--- config.mk ---
export PLATFORM = sky130hd
export DESIGN_NAME = e3mon_top
export DESIGN_NICKNAME = d
export VERILOG_FILES = /design/src/design/e3mon_pkg.sv /design/src/design/e3mon_frame_if.sv /design/src/design/e3mon_top.sv /design/src/design/e3mon_frame_acc.sv
export VERILOG_INCLUDE_DIRS = /design/src /design/src/design
export SDC_FILE = /design/constraint.sdc
export NUM_CORES = 1
export LEC_CHECK = 0
export ABC_AREA = 1
export BUFFER_PORTS_ARGS = -buffer_cell sky130_fd_sc_hd__buf_2
export CAP_MARGIN = 20
export CELL_PAD_IN_SITES_DETAIL_PLACEMENT = 1
export CELL_PAD_IN_SITES_GLOBAL_PLACEMENT = 1
export CORE_MARGIN = 3
export CORE_UTILIZATION = 32
export DETAILED_ROUTE_END_ITERATION = 7
export PLACE_DENSITY = 0.72
export SYNTH_ARGS = -nofsm -noshare
export SYNTH_HDL_FRONTEND = slang
export SYNTH_HIERARCHICAL = 1
export SYNTH_SLANG_ARGS = --single-unit
--- constraint.sdc ---
create_clock -name clock -period 2.2 [get_ports clock]
set_input_delay 0.66 -clock clock [delete_from_list [all_inputs] [get_ports clock]]
set_output_delay 0.66 -clock clock [all_outputs]
set_load 0.03 [all_outputs]
--- src/design/e3mon_consts.svh ---
// register map, field positions, reset values and frame counts of the e3 receive monitor
`ifndef E3MON_CONSTS_SVH
`define E3MON_CONSTS_SVH

// register indices; byte address is four times the index
`define E3M_IDX_CFG1 6'h10
`define E3M_IDX_CFG2 6'h11
`define E3M_IDX_IEN1 6'h12
`define E3M_IDX_IEN2 6'h13
`define E3M_IDX_IST1 6'h14
`define E3M_IDX_IST2 6'h15

// field positions
`define E3M_CFG1_FERF_SEL 4
`define E3M_CFG1_PAR_EN 0
`define E3M_CFG2_LOF_SEL 7
`define E3M_CFG2_AIS 3
`define E3M_CFG2_FERF 0
`define E3M_IST1_AIS 0
`define E3M_IST2_FERF 3
`define E3M_IST2_BIP 2

// reset values
`define E3M_RST_CFG1 8'h00
`define E3M_RST_CFG2 8'h00
`define E3M_RST_IEN 8'h00
`define E3M_RST_IST 8'h00

// frame counts and the zero limit of one frame
`define E3M_AIS_FRAMES 3'h2
`define E3M_AIS_MAX_ZEROS 4'h7
`define E3M_FERF_FRAMES_A 3'h3
`define E3M_FERF_FRAMES_B 3'h5

`endif

--- src/design/e3mon_pkg.sv ---
// types shared by the e3 receive monitor modules
package e3mon_pkg;
    typedef enum logic [0:0] {
        E3M_COND_CLEAR = 1'b0,
        E3M_COND_ACTIVE = 1'b1
    } e3mon_cond_e;
    typedef logic [3:0] e3mon_bip_t;
endpackage

--- src/design/e3mon_frame_if.sv ---
// per-frame results handed from the accumulator to the monitor core
`timescale 1ns/1ps
interface e3mon_frame_if;
    import e3mon_pkg::*;
    logic done;
    e3mon_bip_t bip;
    e3mon_bip_t em;
    logic few_zeros;
    logic a_bit;
    modport acc (output done, output bip, output em, output few_zeros, output a_bit);
    modport mon (input done, input bip, input em, input few_zeros, input a_bit);
endinterface

--- src/design/e3mon_top.sv ---
// e3 receive alarm and bip-4 monitor with wishbone register access
// ==========================================================
// Notes on behaviour
// - two frames with eight+ zeros clear alarm
// - alarm clear sets alarm interrupt status bit 0
// - alarm clear drives alarm pin low
// - alarm clear writes status bit zero
// - consecutive a-bit-one frames declare far-end failure
// - select bit picks three or five frames
// - failure declare sets status two bit 3
// - failure declare sets failure status bit one
// - same count of a-zero frames clears failure
// - failure clear raises interrupt, clears status bit
// - enabled: compare frame bip with next em
// - match sends outgoing a bit zero
// - mismatch sends outgoing a bit one
// - mismatch sets status two bit 2
// - no bip comparison until software enables it
// - two frames with seven-or-fewer zeros declare alarm
// - enabled bip error raises interrupt request
`timescale 1ns/1ps
`include "e3mon_consts.svh"
module e3mon_top
    import e3mon_pkg::*;
(
    input wire logic clock,
    input wire logic sys_rst,
    input wire logic rx_bit_valid,
    input wire logic rx_bit_data,
    input wire logic rx_frame_end,
    input wire logic rx_a_bit,
    input wire logic [3:0] rx_em_nibble,
    input wire logic wb_cyc_i,
    input wire logic wb_stb_i,
    input wire logic wb_we_i,
    input wire logic [7:0] wb_adr_i,
    input wire logic [3:0] wb_sel_i,
    input wire logic [31:0] wb_dat_i,
    output logic [31:0] wb_dat_o,
    output logic wb_ack_o,
    output logic alarm_indication_flag,
    output logic tx_a_bit,
    output logic irq
);
    // ==========================================================
    // frame accumulator
    e3mon_frame_if fr ();

    e3mon_frame_acc u_acc (
        .clock(clock),
        .sys_rst(sys_rst),
        .bit_valid(rx_bit_valid),
        .bit_data(rx_bit_data),
        .frame_end(rx_frame_end),
        .a_bit(rx_a_bit),
        .em_nibble(rx_em_nibble),
        .fr(fr)
    );

    // ==========================================================
    // consecutive frame counting
    // counts frames that oppose the present state; a run of target flips it
    // at-or-above, so a count select lowered mid-run takes effect on the next frame
    function automatic logic [2:0] run_next(input logic [2:0] cnt, input logic opp,
                                            input logic [2:0] target);
        if (!opp || cnt + 3'h1 >= target) begin
            run_next = 3'h0;
        end else begin
            run_next = cnt + 3'h1;
        end
    endfunction

    function automatic logic run_flip(input logic [2:0] cnt, input logic opp,
                                      input logic [2:0] target);
        run_flip = opp && (cnt + 3'h1 >= target);
    endfunction

    // ==========================================================
    // registers
    logic [7:0] cfg1_reg;
    logic [7:0] cfg2_reg;
    logic [7:0] ien1_reg;
    logic [7:0] ien2_reg;
    logic [7:0] ist1_reg;
    logic [7:0] ist2_reg;
    e3mon_cond_e ais_reg;
    e3mon_cond_e ferf_reg;
    logic [2:0] ais_cnt_reg;
    logic [2:0] ferf_cnt_reg;
    e3mon_bip_t prev_bip_reg;
    logic prev_valid_reg;
    logic [2:0] ferf_target;
    logic ais_opp;
    logic ferf_opp;
    logic ais_flip;
    logic ferf_flip;
    logic par_en;
    logic cmp_now;
    logic bip_err;
    logic take;
    logic wr;
    logic rd;
    logic [5:0] idx;
    logic [7:0] ist1_set;
    logic [7:0] ist2_set;
    logic [7:0] ist1_clr;
    logic [7:0] ist2_clr;

    assign par_en = cfg1_reg[`E3M_CFG1_PAR_EN];
    assign ferf_target = cfg1_reg[`E3M_CFG1_FERF_SEL] ? `E3M_FERF_FRAMES_B
                                                        : `E3M_FERF_FRAMES_A;
    assign ais_opp = (ais_reg == E3M_COND_ACTIVE) ? !fr.few_zeros : fr.few_zeros;
    assign ferf_opp = (ferf_reg == E3M_COND_ACTIVE) ? !fr.a_bit : fr.a_bit;
    assign ais_flip = fr.done && run_flip(ais_cnt_reg, ais_opp, `E3M_AIS_FRAMES);
    assign ferf_flip = fr.done && run_flip(ferf_cnt_reg, ferf_opp, ferf_target);
    // the first frame after enabling has no stored bip, so nothing is compared
    assign cmp_now = fr.done && par_en && prev_valid_reg;
    assign bip_err = cmp_now && (fr.em != prev_bip_reg);

    assign take = wb_cyc_i && wb_stb_i && !wb_ack_o;
    assign wr = take && wb_we_i && wb_sel_i[0];
    assign rd = take && !wb_we_i;
    assign idx = wb_adr_i[7:2];

    // ==========================================================
    // alarm indication condition
    always_ff @(posedge clock or posedge sys_rst) begin
        if (sys_rst) begin
            ais_reg <= E3M_COND_CLEAR;
            ais_cnt_reg <= 3'h0;
            alarm_indication_flag <= 1'b0;
        end else if (fr.done) begin
            ais_cnt_reg <= run_next(ais_cnt_reg, ais_opp, `E3M_AIS_FRAMES);
            if (ais_flip) begin
                ais_reg <= (ais_reg == E3M_COND_ACTIVE) ? E3M_COND_CLEAR
                                                        : E3M_COND_ACTIVE;
                alarm_indication_flag <= (ais_reg != E3M_COND_ACTIVE);
            end
        end
    end

    // ==========================================================
    // far-end receive failure condition
    always_ff @(posedge clock or posedge sys_rst) begin
        if (sys_rst) begin
            ferf_reg <= E3M_COND_CLEAR;
            ferf_cnt_reg <= 3'h0;
        end else if (fr.done) begin
            ferf_cnt_reg <= run_next(ferf_cnt_reg, ferf_opp, ferf_target);
            if (ferf_flip) begin
                ferf_reg <= (ferf_reg == E3M_COND_ACTIVE) ? E3M_COND_CLEAR
                                                          : E3M_COND_ACTIVE;
            end
        end
    end

    // ==========================================================
    // bip-4 check and outgoing a bit
    always_ff @(posedge clock or posedge sys_rst) begin
        if (sys_rst) begin
            prev_bip_reg <= 4'h0;
            prev_valid_reg <= 1'b0;
            tx_a_bit <= 1'b0;
        end else if (!par_en) begin
            prev_valid_reg <= 1'b0;
            tx_a_bit <= 1'b0;
        end else if (fr.done) begin
            prev_bip_reg <= fr.bip;
            prev_valid_reg <= 1'b1;
            if (cmp_now) begin
                tx_a_bit <= bip_err;
            end
        end
    end

    // ==========================================================
    // interrupt status: set wins over read clear and write-one clear
    always_comb begin
        ist1_set = 8'h00;
        ist2_set = 8'h00;
        ist1_set[`E3M_IST1_AIS] = ais_flip;
        ist2_set[`E3M_IST2_FERF] = ferf_flip;
        ist2_set[`E3M_IST2_BIP] = bip_err;
        ist1_clr = 8'h00;
        ist2_clr = 8'h00;
        if (rd && idx == `E3M_IDX_IST1) begin
            ist1_clr = 8'hFF;
        end
        if (rd && idx == `E3M_IDX_IST2) begin
            ist2_clr = 8'hFF;
        end
        if (wr && idx == `E3M_IDX_IST1) begin
            ist1_clr = wb_dat_i[7:0];
        end
        if (wr && idx == `E3M_IDX_IST2) begin
            ist2_clr = wb_dat_i[7:0];
        end
    end

    always_ff @(posedge clock or posedge sys_rst) begin
        if (sys_rst) begin
            ist1_reg <= `E3M_RST_IST;
            ist2_reg <= `E3M_RST_IST;
        end else begin
            ist1_reg <= (ist1_reg & ~ist1_clr) | ist1_set;
            ist2_reg <= (ist2_reg & ~ist2_clr) | ist2_set;
        end
    end

    // one cycle behind the status bits, so the pin comes from a flop
    always_ff @(posedge clock or posedge sys_rst) begin
        if (sys_rst) begin
            irq <= 1'b0;
        end else begin
            irq <= |(ist1_reg & ien1_reg) || |(ist2_reg & ien2_reg);
        end
    end

    // ==========================================================
    // software writable registers
    always_ff @(posedge clock or posedge sys_rst) begin
        if (sys_rst) begin
            cfg1_reg <= `E3M_RST_CFG1;
            cfg2_reg <= `E3M_RST_CFG2;
            ien1_reg <= `E3M_RST_IEN;
            ien2_reg <= `E3M_RST_IEN;
        end else if (wr) begin
            unique case (idx)
                `E3M_IDX_CFG1: cfg1_reg <= wb_dat_i[7:0] & 8'h11;
                `E3M_IDX_CFG2: cfg2_reg <= wb_dat_i[7:0] & 8'h80;
                `E3M_IDX_IEN1: ien1_reg <= wb_dat_i[7:0] & 8'h01;
                `E3M_IDX_IEN2: ien2_reg <= wb_dat_i[7:0] & 8'h0C;
                default: ;
            endcase
        end
    end

    // ==========================================================
    // wishbone answer: ack one cycle after the request, data registered
    always_ff @(posedge clock or posedge sys_rst) begin
        if (sys_rst) begin
            wb_ack_o <= 1'b0;
            wb_dat_o <= 32'h00000000;
        end else begin
            wb_ack_o <= take;
            if (rd) begin
                unique case (idx)
                    `E3M_IDX_CFG1: wb_dat_o <= {24'h000000, cfg1_reg};
                    `E3M_IDX_CFG2: wb_dat_o <= {24'h000000, cfg2_reg[7], 3'h0,
                                                ais_reg == E3M_COND_ACTIVE, 2'h0,
                                                ferf_reg == E3M_COND_ACTIVE};
                    `E3M_IDX_IEN1: wb_dat_o <= {24'h000000, ien1_reg};
                    `E3M_IDX_IEN2: wb_dat_o <= {24'h000000, ien2_reg};
                    `E3M_IDX_IST1: wb_dat_o <= {24'h000000, ist1_reg};
                    `E3M_IDX_IST2: wb_dat_o <= {24'h000000, ist2_reg};
                    default: wb_dat_o <= 32'h00000000;
                endcase
            end
        end
    end

    // ==========================================================
    // checks
    property p_ais_declare;
        @(posedge clock) disable iff (sys_rst)
        fr.done && ais_reg == E3M_COND_CLEAR && fr.few_zeros && ais_cnt_reg == 3'h1
        |=> alarm_indication_flag && ais_reg == E3M_COND_ACTIVE;
    endproperty
    a_ais_declare: assert property (p_ais_declare) else $error("alarm not declared");

    property p_ais_clear;
        @(posedge clock) disable iff (sys_rst)
        fr.done && ais_reg == E3M_COND_ACTIVE && !fr.few_zeros && ais_cnt_reg == 3'h1
        |=> !alarm_indication_flag ##1 !alarm_indication_flag;
    endproperty
    a_ais_clear: assert property (p_ais_clear) else $error("alarm not cleared");

    property p_ais_int;
        @(posedge clock) disable iff (sys_rst)
        $changed(ais_reg) |-> ist1_reg[`E3M_IST1_AIS];
    endproperty
    a_ais_int: assert property (p_ais_int) else $error("alarm change without status");

    property p_cfg2_read;
        @(posedge clock) disable iff (sys_rst)
        rd && idx == `E3M_IDX_CFG2 |=> wb_ack_o && wb_dat_o[`E3M_CFG2_AIS] == $past(ais_reg)
            && wb_dat_o[`E3M_CFG2_FERF] == $past(ferf_reg);
    endproperty
    a_cfg2_read: assert property (p_cfg2_read) else $error("status bits misread");

    property p_ferf_declare;
        @(posedge clock) disable iff (sys_rst)
        fr.done && ferf_reg == E3M_COND_CLEAR && fr.a_bit && ferf_cnt_reg == ferf_target - 3'h1
        |=> ferf_reg == E3M_COND_ACTIVE;
    endproperty
    a_ferf_declare: assert property (p_ferf_declare) else $error("failure missed");

    property p_ferf_clear;
        @(posedge clock) disable iff (sys_rst)
        fr.done && ferf_reg == E3M_COND_ACTIVE && !fr.a_bit
        && ferf_cnt_reg == ferf_target - 3'h1 |=> ferf_reg == E3M_COND_CLEAR;
    endproperty
    a_ferf_clear: assert property (p_ferf_clear) else $error("failure not cleared");

    property p_ferf_int;
        @(posedge clock) disable iff (sys_rst)
        $changed(ferf_reg) |-> ist2_reg[`E3M_IST2_FERF];
    endproperty
    a_ferf_int: assert property (p_ferf_int) else $error("failure change no status");

    property p_bip_err;
        @(posedge clock) disable iff (sys_rst)
        fr.done && par_en && prev_valid_reg && fr.em != prev_bip_reg
        |=> tx_a_bit && ist2_reg[`E3M_IST2_BIP];
    endproperty
    a_bip_err: assert property (p_bip_err) else $error("bip error missed");

    property p_bip_ok;
        @(posedge clock) disable iff (sys_rst)
        fr.done && par_en && prev_valid_reg && fr.em == prev_bip_reg |=> !tx_a_bit;
    endproperty
    a_bip_ok: assert property (p_bip_ok) else $error("bip match sent a one");

    property p_bip_off;
        @(posedge clock) disable iff (sys_rst)
        !par_en |=> !tx_a_bit && !ist2_set[`E3M_IST2_BIP];
    endproperty
    a_bip_off: assert property (p_bip_off) else $error("check ran while disabled");

    property p_irq;
        @(posedge clock) disable iff (sys_rst)
        ist2_reg[`E3M_IST2_BIP] && ien2_reg[`E3M_IST2_BIP] |=> irq;
    endproperty
    a_irq: assert property (p_irq) else $error("interrupt not raised");

    property p_read_clear;
        @(posedge clock) disable iff (sys_rst)
        rd && idx == `E3M_IDX_IST2 && !fr.done |=> ist2_reg == 8'h00;
    endproperty
    a_read_clear: assert property (p_read_clear) else $error("status not cleared");
endmodule

--- src/design/e3mon_frame_acc.sv ---
// accumulates bip-4 and zero count over one received frame
`timescale 1ns/1ps
`include "e3mon_consts.svh"
module e3mon_frame_acc
    import e3mon_pkg::*;
(
    input wire logic clock,
    input wire logic sys_rst,
    input wire logic bit_valid,
    input wire logic bit_data,
    input wire logic frame_end,
    input wire logic a_bit,
    input wire logic [3:0] em_nibble,
    e3mon_frame_if.acc fr
);
    logic [1:0] lane_reg;
    e3mon_bip_t par_reg;
    e3mon_bip_t par_next;
    logic [3:0] zeros_reg;
    logic [3:0] zeros_next;

    // bit i of the frame folds into parity lane i mod 4
    always_comb begin
        par_next = par_reg;
        par_next[lane_reg] = par_reg[lane_reg] ^ bit_data;
        zeros_next = zeros_reg;
        // saturate: only "seven or fewer" matters
        if (!bit_data && zeros_reg <= `E3M_AIS_MAX_ZEROS) begin
            zeros_next = zeros_reg + 4'h1;
        end
    end

    always_ff @(posedge clock or posedge sys_rst) begin
        if (sys_rst) begin
            lane_reg <= 2'h0;
            par_reg <= 4'h0;
            zeros_reg <= 4'h0;
        end else if (bit_valid) begin
            lane_reg <= frame_end ? 2'h0 : lane_reg + 2'h1;
            par_reg <= frame_end ? 4'h0 : par_next;
            zeros_reg <= frame_end ? 4'h0 : zeros_next;
        end
    end

    always_ff @(posedge clock or posedge sys_rst) begin
        if (sys_rst) begin
            fr.done <= 1'b0;
            fr.bip <= 4'h0;
            fr.em <= 4'h0;
            fr.few_zeros <= 1'b0;
            fr.a_bit <= 1'b0;
        end else begin
            fr.done <= bit_valid & frame_end;
            if (bit_valid && frame_end) begin
                fr.bip <= par_next;
                fr.em <= em_nibble;
                fr.few_zeros <= zeros_next <= `E3M_AIS_MAX_ZEROS;
                fr.a_bit <= a_bit;
            end
        end
    end
endmodule

; Word-level counts from Yosys, hierarchy flattened
; Index checks and enable logic that the tools add are counted.
[totals]
register_bits = 92
out_inout_bits = 36
wordCells = 120
[op_classes]
addsub = 4
order_cmp = 6
eq_ne = 9
n_mux = 26
bitwise_logic = 11
n_reduce_logical = 39
[op_table]
columns = op, n
row1 = $pmux W8 S6, 1
row2 = $eq A6 B5 Y1 const B, 6
row3 = $mux W8, 4
row4 = $logic_and A1 B1 Y1, 19
row5 = $and A8 B8 Y8, 2
row6 = $not A8 Y8, 2
row7 = $reduce_and A2 Y1, 8
row8 = $reduce_or A8 Y1, 2
row9 = $mux W4, 3
row10 = $mux W1, 11
row11 = $mux W3, 3
row12 = $and A8 B1 Y8, 1
row13 = $and A8 B4 Y8, 1
row14 = $le A4 B3 Y1 const B, 2
row15 = $or A8 B1 Y8, 1
row16 = $or A8 B4 Y8, 1
row17 = $logic_not A1 Y1, 7
row18 = $add A3 B1 Y3 const B, 2
row19 = $add A4 B1 Y4 const B, 1
row20 = $bwmux W4, 1
row21 = $ne A2 B1 Y1 const B, 2
row22 = $ne A4 B4 Y1, 1
row23 = $ge A3 B2 Y1 const B, 1
row24 = $ge A3 B3 Y1, 1
row25 = other kinds (10), 12

; Logic depth before layout (Yosys ltp)
[depth]
depth_word = 9
mapped_depth = 8

; Cells and area by module
; The synthesis kept the hierarchy.
[modules_own_cells]
columns = mod, instances, cells_per_inst, area_each_um2
row1 = e3mon_top, 1, 295, 2423.6
row2 = e3mon_frame_acc, 1, 116, 1032.2

; Worst setup path after synthesis
; OpenSTA, ideal clock, no wires.
[synth_path]
path_kind = reg-to-reg
from = register ferf_cnt_reg[0]
to = register ist2_reg[3]
setup_ns = 0.135
arrival_ns = 1.445
t_required_ns = 2.065
setup_slack_ns = 0.621
stages_incl_launch_ff = 8
n_path_buf = 0
synth_period_minus_slack_ns = 1.579
path_cell_list = dfrtp_1 > ha_1 > xor2_1 > ha_1 > nand2_1 > nand2_1 > o21ai_0 > o21ai_1
[synth_via]
elab_chain_len = 5
[synth_lines]
columns = element, line_no
row1 = start: declaration, e3mon_top.sv:89  ; logic [2:0] ferf_cnt_reg;
row2 = start signal: assignment, e3mon_top.sv:149  ; ferf_cnt_reg <= run_next(ferf_cnt_reg, ferf_opp, ferf_target);
row3 = $add A3 B1 Y3, e3mon_top.sv:75  ; run_flip = opp && (cnt + 3'h1 >= target);
row4 = $ge A3 B3 Y1, e3mon_top.sv:75
row5 = $logic_and A1 B1 Y1, e3mon_top.sv:75
row6 = $logic_and A1 B1 Y1, e3mon_top.sv:115  ; assign ferf_flip = fr.done && run_flip(ferf_cnt_reg, ferf_opp, ferf_target);
row7 = $or A8 B4 Y8, e3mon_top.sv:206  ; ist2_reg <= (ist2_reg & ~ist2_clr) | ist2_set;
row8 = end signal: assignment, e3mon_top.sv:203  ; ist2_reg <= `E3M_RST_IST;
row9 = end signal: assignment, e3mon_top.sv:206
row10 = end: declaration, e3mon_top.sv:85  ; logic [7:0] ist2_reg;
; Every way passes these cells.
; A chain may end at the register's enable or synchronous reset.

; Worst setup path after layout
; Ends and elaborated chain as after synthesis.

==> reports/results.ini <==
[drt]
drt-initial-drc-count = 105
detail_route.wirelength_um = 7840
ant_nets = 0
vias_per_cell = 4.56
dr_total_vias = 2743
dr.pass1.iters = 4
drc = 0
detail_route.wl_per_cell_um = 13.0

[floorplanning]
io-pin-count = 93
coreArea_um2 = 10400
die-width_um = 110
design.die.area_um2 = 12100
start_util = 0.332
std_cell_rows = 37
die_height_um = 110

[global_route]
grt_usage = 0.138
grt_max_degree = 47
grt_pass1_wl_um = 13100
grt.busiest_layer = met2
grt_antenna_before_repair = 0
fraction_of_met1_tracks_used_by_global_routing = 0.163
first_global_vias = 2882
grt-ovfl-total = 0
grtUsageMet3 = 0.0376
met2_usage = 0.239

[power]
power.switching_mw = 0.983
power.sequential.fraction = 0.478
leakage_nw = 2.16
sw_frac_of_total = 0.320
share_comb_of_total_power = 0.197
clock_network_power_share = 0.325
power-per-cell-area_nw_per_um2 = 780
ir_drop_v = 0.000342
p_int_mw = 2.09

[logic_synthesis]
synth_cell_type_count = 32
synth_async_sr_flop_share = 1.00
yosysSeqAreaShare = 0.485
ys_top_cells_by_count = sky130_fd_sc_hd__nand2_1 (130), sky130_fd_sc_hd__dfrtp_1 (67), sky130_fd_sc_hd__nor2_1 (34)
post-synth-top-area-cell = sky130_fd_sc_hd__dfrtp_1
post_synthesis_cells = 411
yosys.area.top_type_share = 0.485
number_of_register_bits_inferred_by_synthesis = 67
synth_top_flop_cell = sky130_fd_sc_hd__dfrtp_1
post_synth.cell_area_avg_um2 = 8.41
ys.warnings.count = 6
synth_enable_flop_cells = 0
synth_most_common_cell = sky130_fd_sc_hd__nand2_1
synth_top_cells_by_area = sky130_fd_sc_hd__dfrtp_1 (49%), sky130_fd_sc_hd__nand2_1 (14%), sky130_fd_sc_hd__buf_4 (5.2%), sky130_fd_sc_hd__nand3_1 (3.9%), sky130_fd_sc_hd__nor2_1 (3.7%)
synth_area_um2 = 3460

[sta]
setup_violation_total_in_the_final_timing_report = 0
final_hold_viol_count = 0
finalSetupTns_ns = 0
timing.final.crit_period_ns = 1.78
skew_ns = 0.0126
rsz0062_at_grt = no
slew_violations = 0
final_min_period_over_clock_period = 0.807
achievable-frequency_mhz = 563

[clocking]
clock_pin_transition_on_the_worst_setup_and_hold_timing_paths_ns = 0.08
cts_resized = 0
ctsLongestPathBuffers = 2
postCtsSetupRepairBufs = 0
insertion_delay_ns = 0.34
ctsHtreeMaxLevel = 3
tritoncts = yes
numCtsBuffers = 9
clock_tree.root_cell = sky130_fd_sc_hd__clkbuf_8
hold_buffer_count_at_cts = 0
tritoncts_num_sinks = 67

[status]
outcome = finished, final reports clean

[min_path]
hp-class = in -> async

[critical_path]
worst_r2r_startpoint = ferf_cnt_reg[0]
start_kind = flop
worst_ep_required_time_ns = 2.41
critical_path_arrival_ns = 1.98
worst-setup-path-type = reg -> reg
critPathCaptureType = flop
reg2reg_path_depth = 7
worstPathMaxFanout = 4
setup.worst_path.start = ferf_cnt_reg[0]

[placed_design]
gp_congestion = 0.807
dp.cells = 586
dp_hpwl_um = 5940
placement.io_buffers = 39

[finish]
share_of_cells_above_drive_strength_1 = 0.202
n_antenna_cell = 0
fillerInstances = 1293
final_cells = 602
area.growth.synth_to_final_pct = 13.9
final_net_count = 528

[run]
max-cap-violations = 0

## through the flow
step | instance area [µm²] | setup slack, ns | power, mW | hold WS (ns) | utilization
floorplan | 3540 | 0.452 | 1.96 | 0.442 | -
global placement | 3740 | 0.355 | 2.07 | 0.456 | 0.360
detailed placement | 3740 | 0.300 | 2.11 | 0.464 | 0.360
CTS | 3940 | 0.407 | 3.13 | 0.345 | 0.378
global route | 3940 | 0.257 | 3.28 | 0.366 | 0.378
finish | 3940 | 0.425 | 3.07 | 0.344 | 0.378
## layer usage
layer	wire length [µm]	up-vias
li1	-	1346
met1	3440	1328
met2	3870	57
met3	412	12
met4	124	0
met5	0	-
## worst max-delay path: stages, from the launching register on
cell,delay (ns)
sky130_fd_sc_hd__dfrtp_1,0.42
sky130_fd_sc_hd__ha_1,0.22
sky130_fd_sc_hd__xor2_1,0.21
sky130_fd_sc_hd__ha_1,0.29
sky130_fd_sc_hd__nand2_1,0.06
sky130_fd_sc_hd__nand2_1,0.06
sky130_fd_sc_hd__o21ai_0,0.29
sky130_fd_sc_hd__o21ai_1,0.11
## layout make-up
class / instances / area (µm²) / area share
inverters: 36 / 135 / 0.0343
well taps: 136 / 170 / 0.0432
flip-flops and latches: 67 / 1680 / 0.426
clock inverters: 7 / 68.8 / 0.0175
clock buffers: 9 / 124 / 0.0315
multi-input cells: 303 / 1520 / 0.385
repair buffers: 44 / 245 / 0.0623
## cells in the final DEF (no fill, tap or decap), types with 10 or more instances in the layout
master                    instances
sky130_fd_sc_hd__conb_1          24
sky130_fd_sc_hd__dfrtp_1         67
sky130_fd_sc_hd__o21ai_0         21
sky130_fd_sc_hd__o21ai_1         10
sky130_fd_sc_hd__nand3_1         27
sky130_fd_sc_hd__nand2_1        130
sky130_fd_sc_hd__inv_1           29
sky130_fd_sc_hd__nor2_1          34
sky130_fd_sc_hd__buf_2           39
sky130_fd_sc_hd__ha_1            10
## cell families (layout without fill, tap and decap cells)
group / Yosys count / in the layout / synth area share
AO/OA/AOI/OAI: 40 / 40 / 0.0605
buffers and inverters: 64 / 96 / 0.101
AND/OR/NAND/NOR: 221 / 221 / 0.296
adder cells (fa/ha/maj): 10 / 10 / 0.0362
other: 1 / 24 / 0.00109
XOR/XNOR: 8 / 8 / 0.0203
flip-flops: 67 / 67 / 0.485
## power groups by stage
| stage | clock [mW] | combinational [mW] | sequential, mW |
|---|---|---|---|
| after global placement | 0 | 0.583 | 1.48 |
| after CTS | 1.04 | 0.620 | 1.47 |
| after detailed placement | 0 | 0.617 | 1.49 |
| after global routing | 1.09 | 0.706 | 1.49 |
| final | 0.998 | 0.604 | 1.47 |
| after floorplan | 0 | 0.480 | 1.48 |
## path summary, 6_finish.rpt
| kind | endpoint | slack, ns |
|---|---|---|
| worst max-delay path | ist2_reg[3] | 0.42 |
| worst min register to register | wb_dat_o[3] | 0.48 |
| min in group clock | wb_dat_o[3] | 0.48 |
| worst max register to register | ist2_reg[3] | 0.42 |
| max in group asynchronous | u_acc/zeros_reg[0] | 1.62 |
| worst min-delay path | prev_bip_reg[2] | 0.34 |
Note: power is estimated with default switching activity, not from simulation.
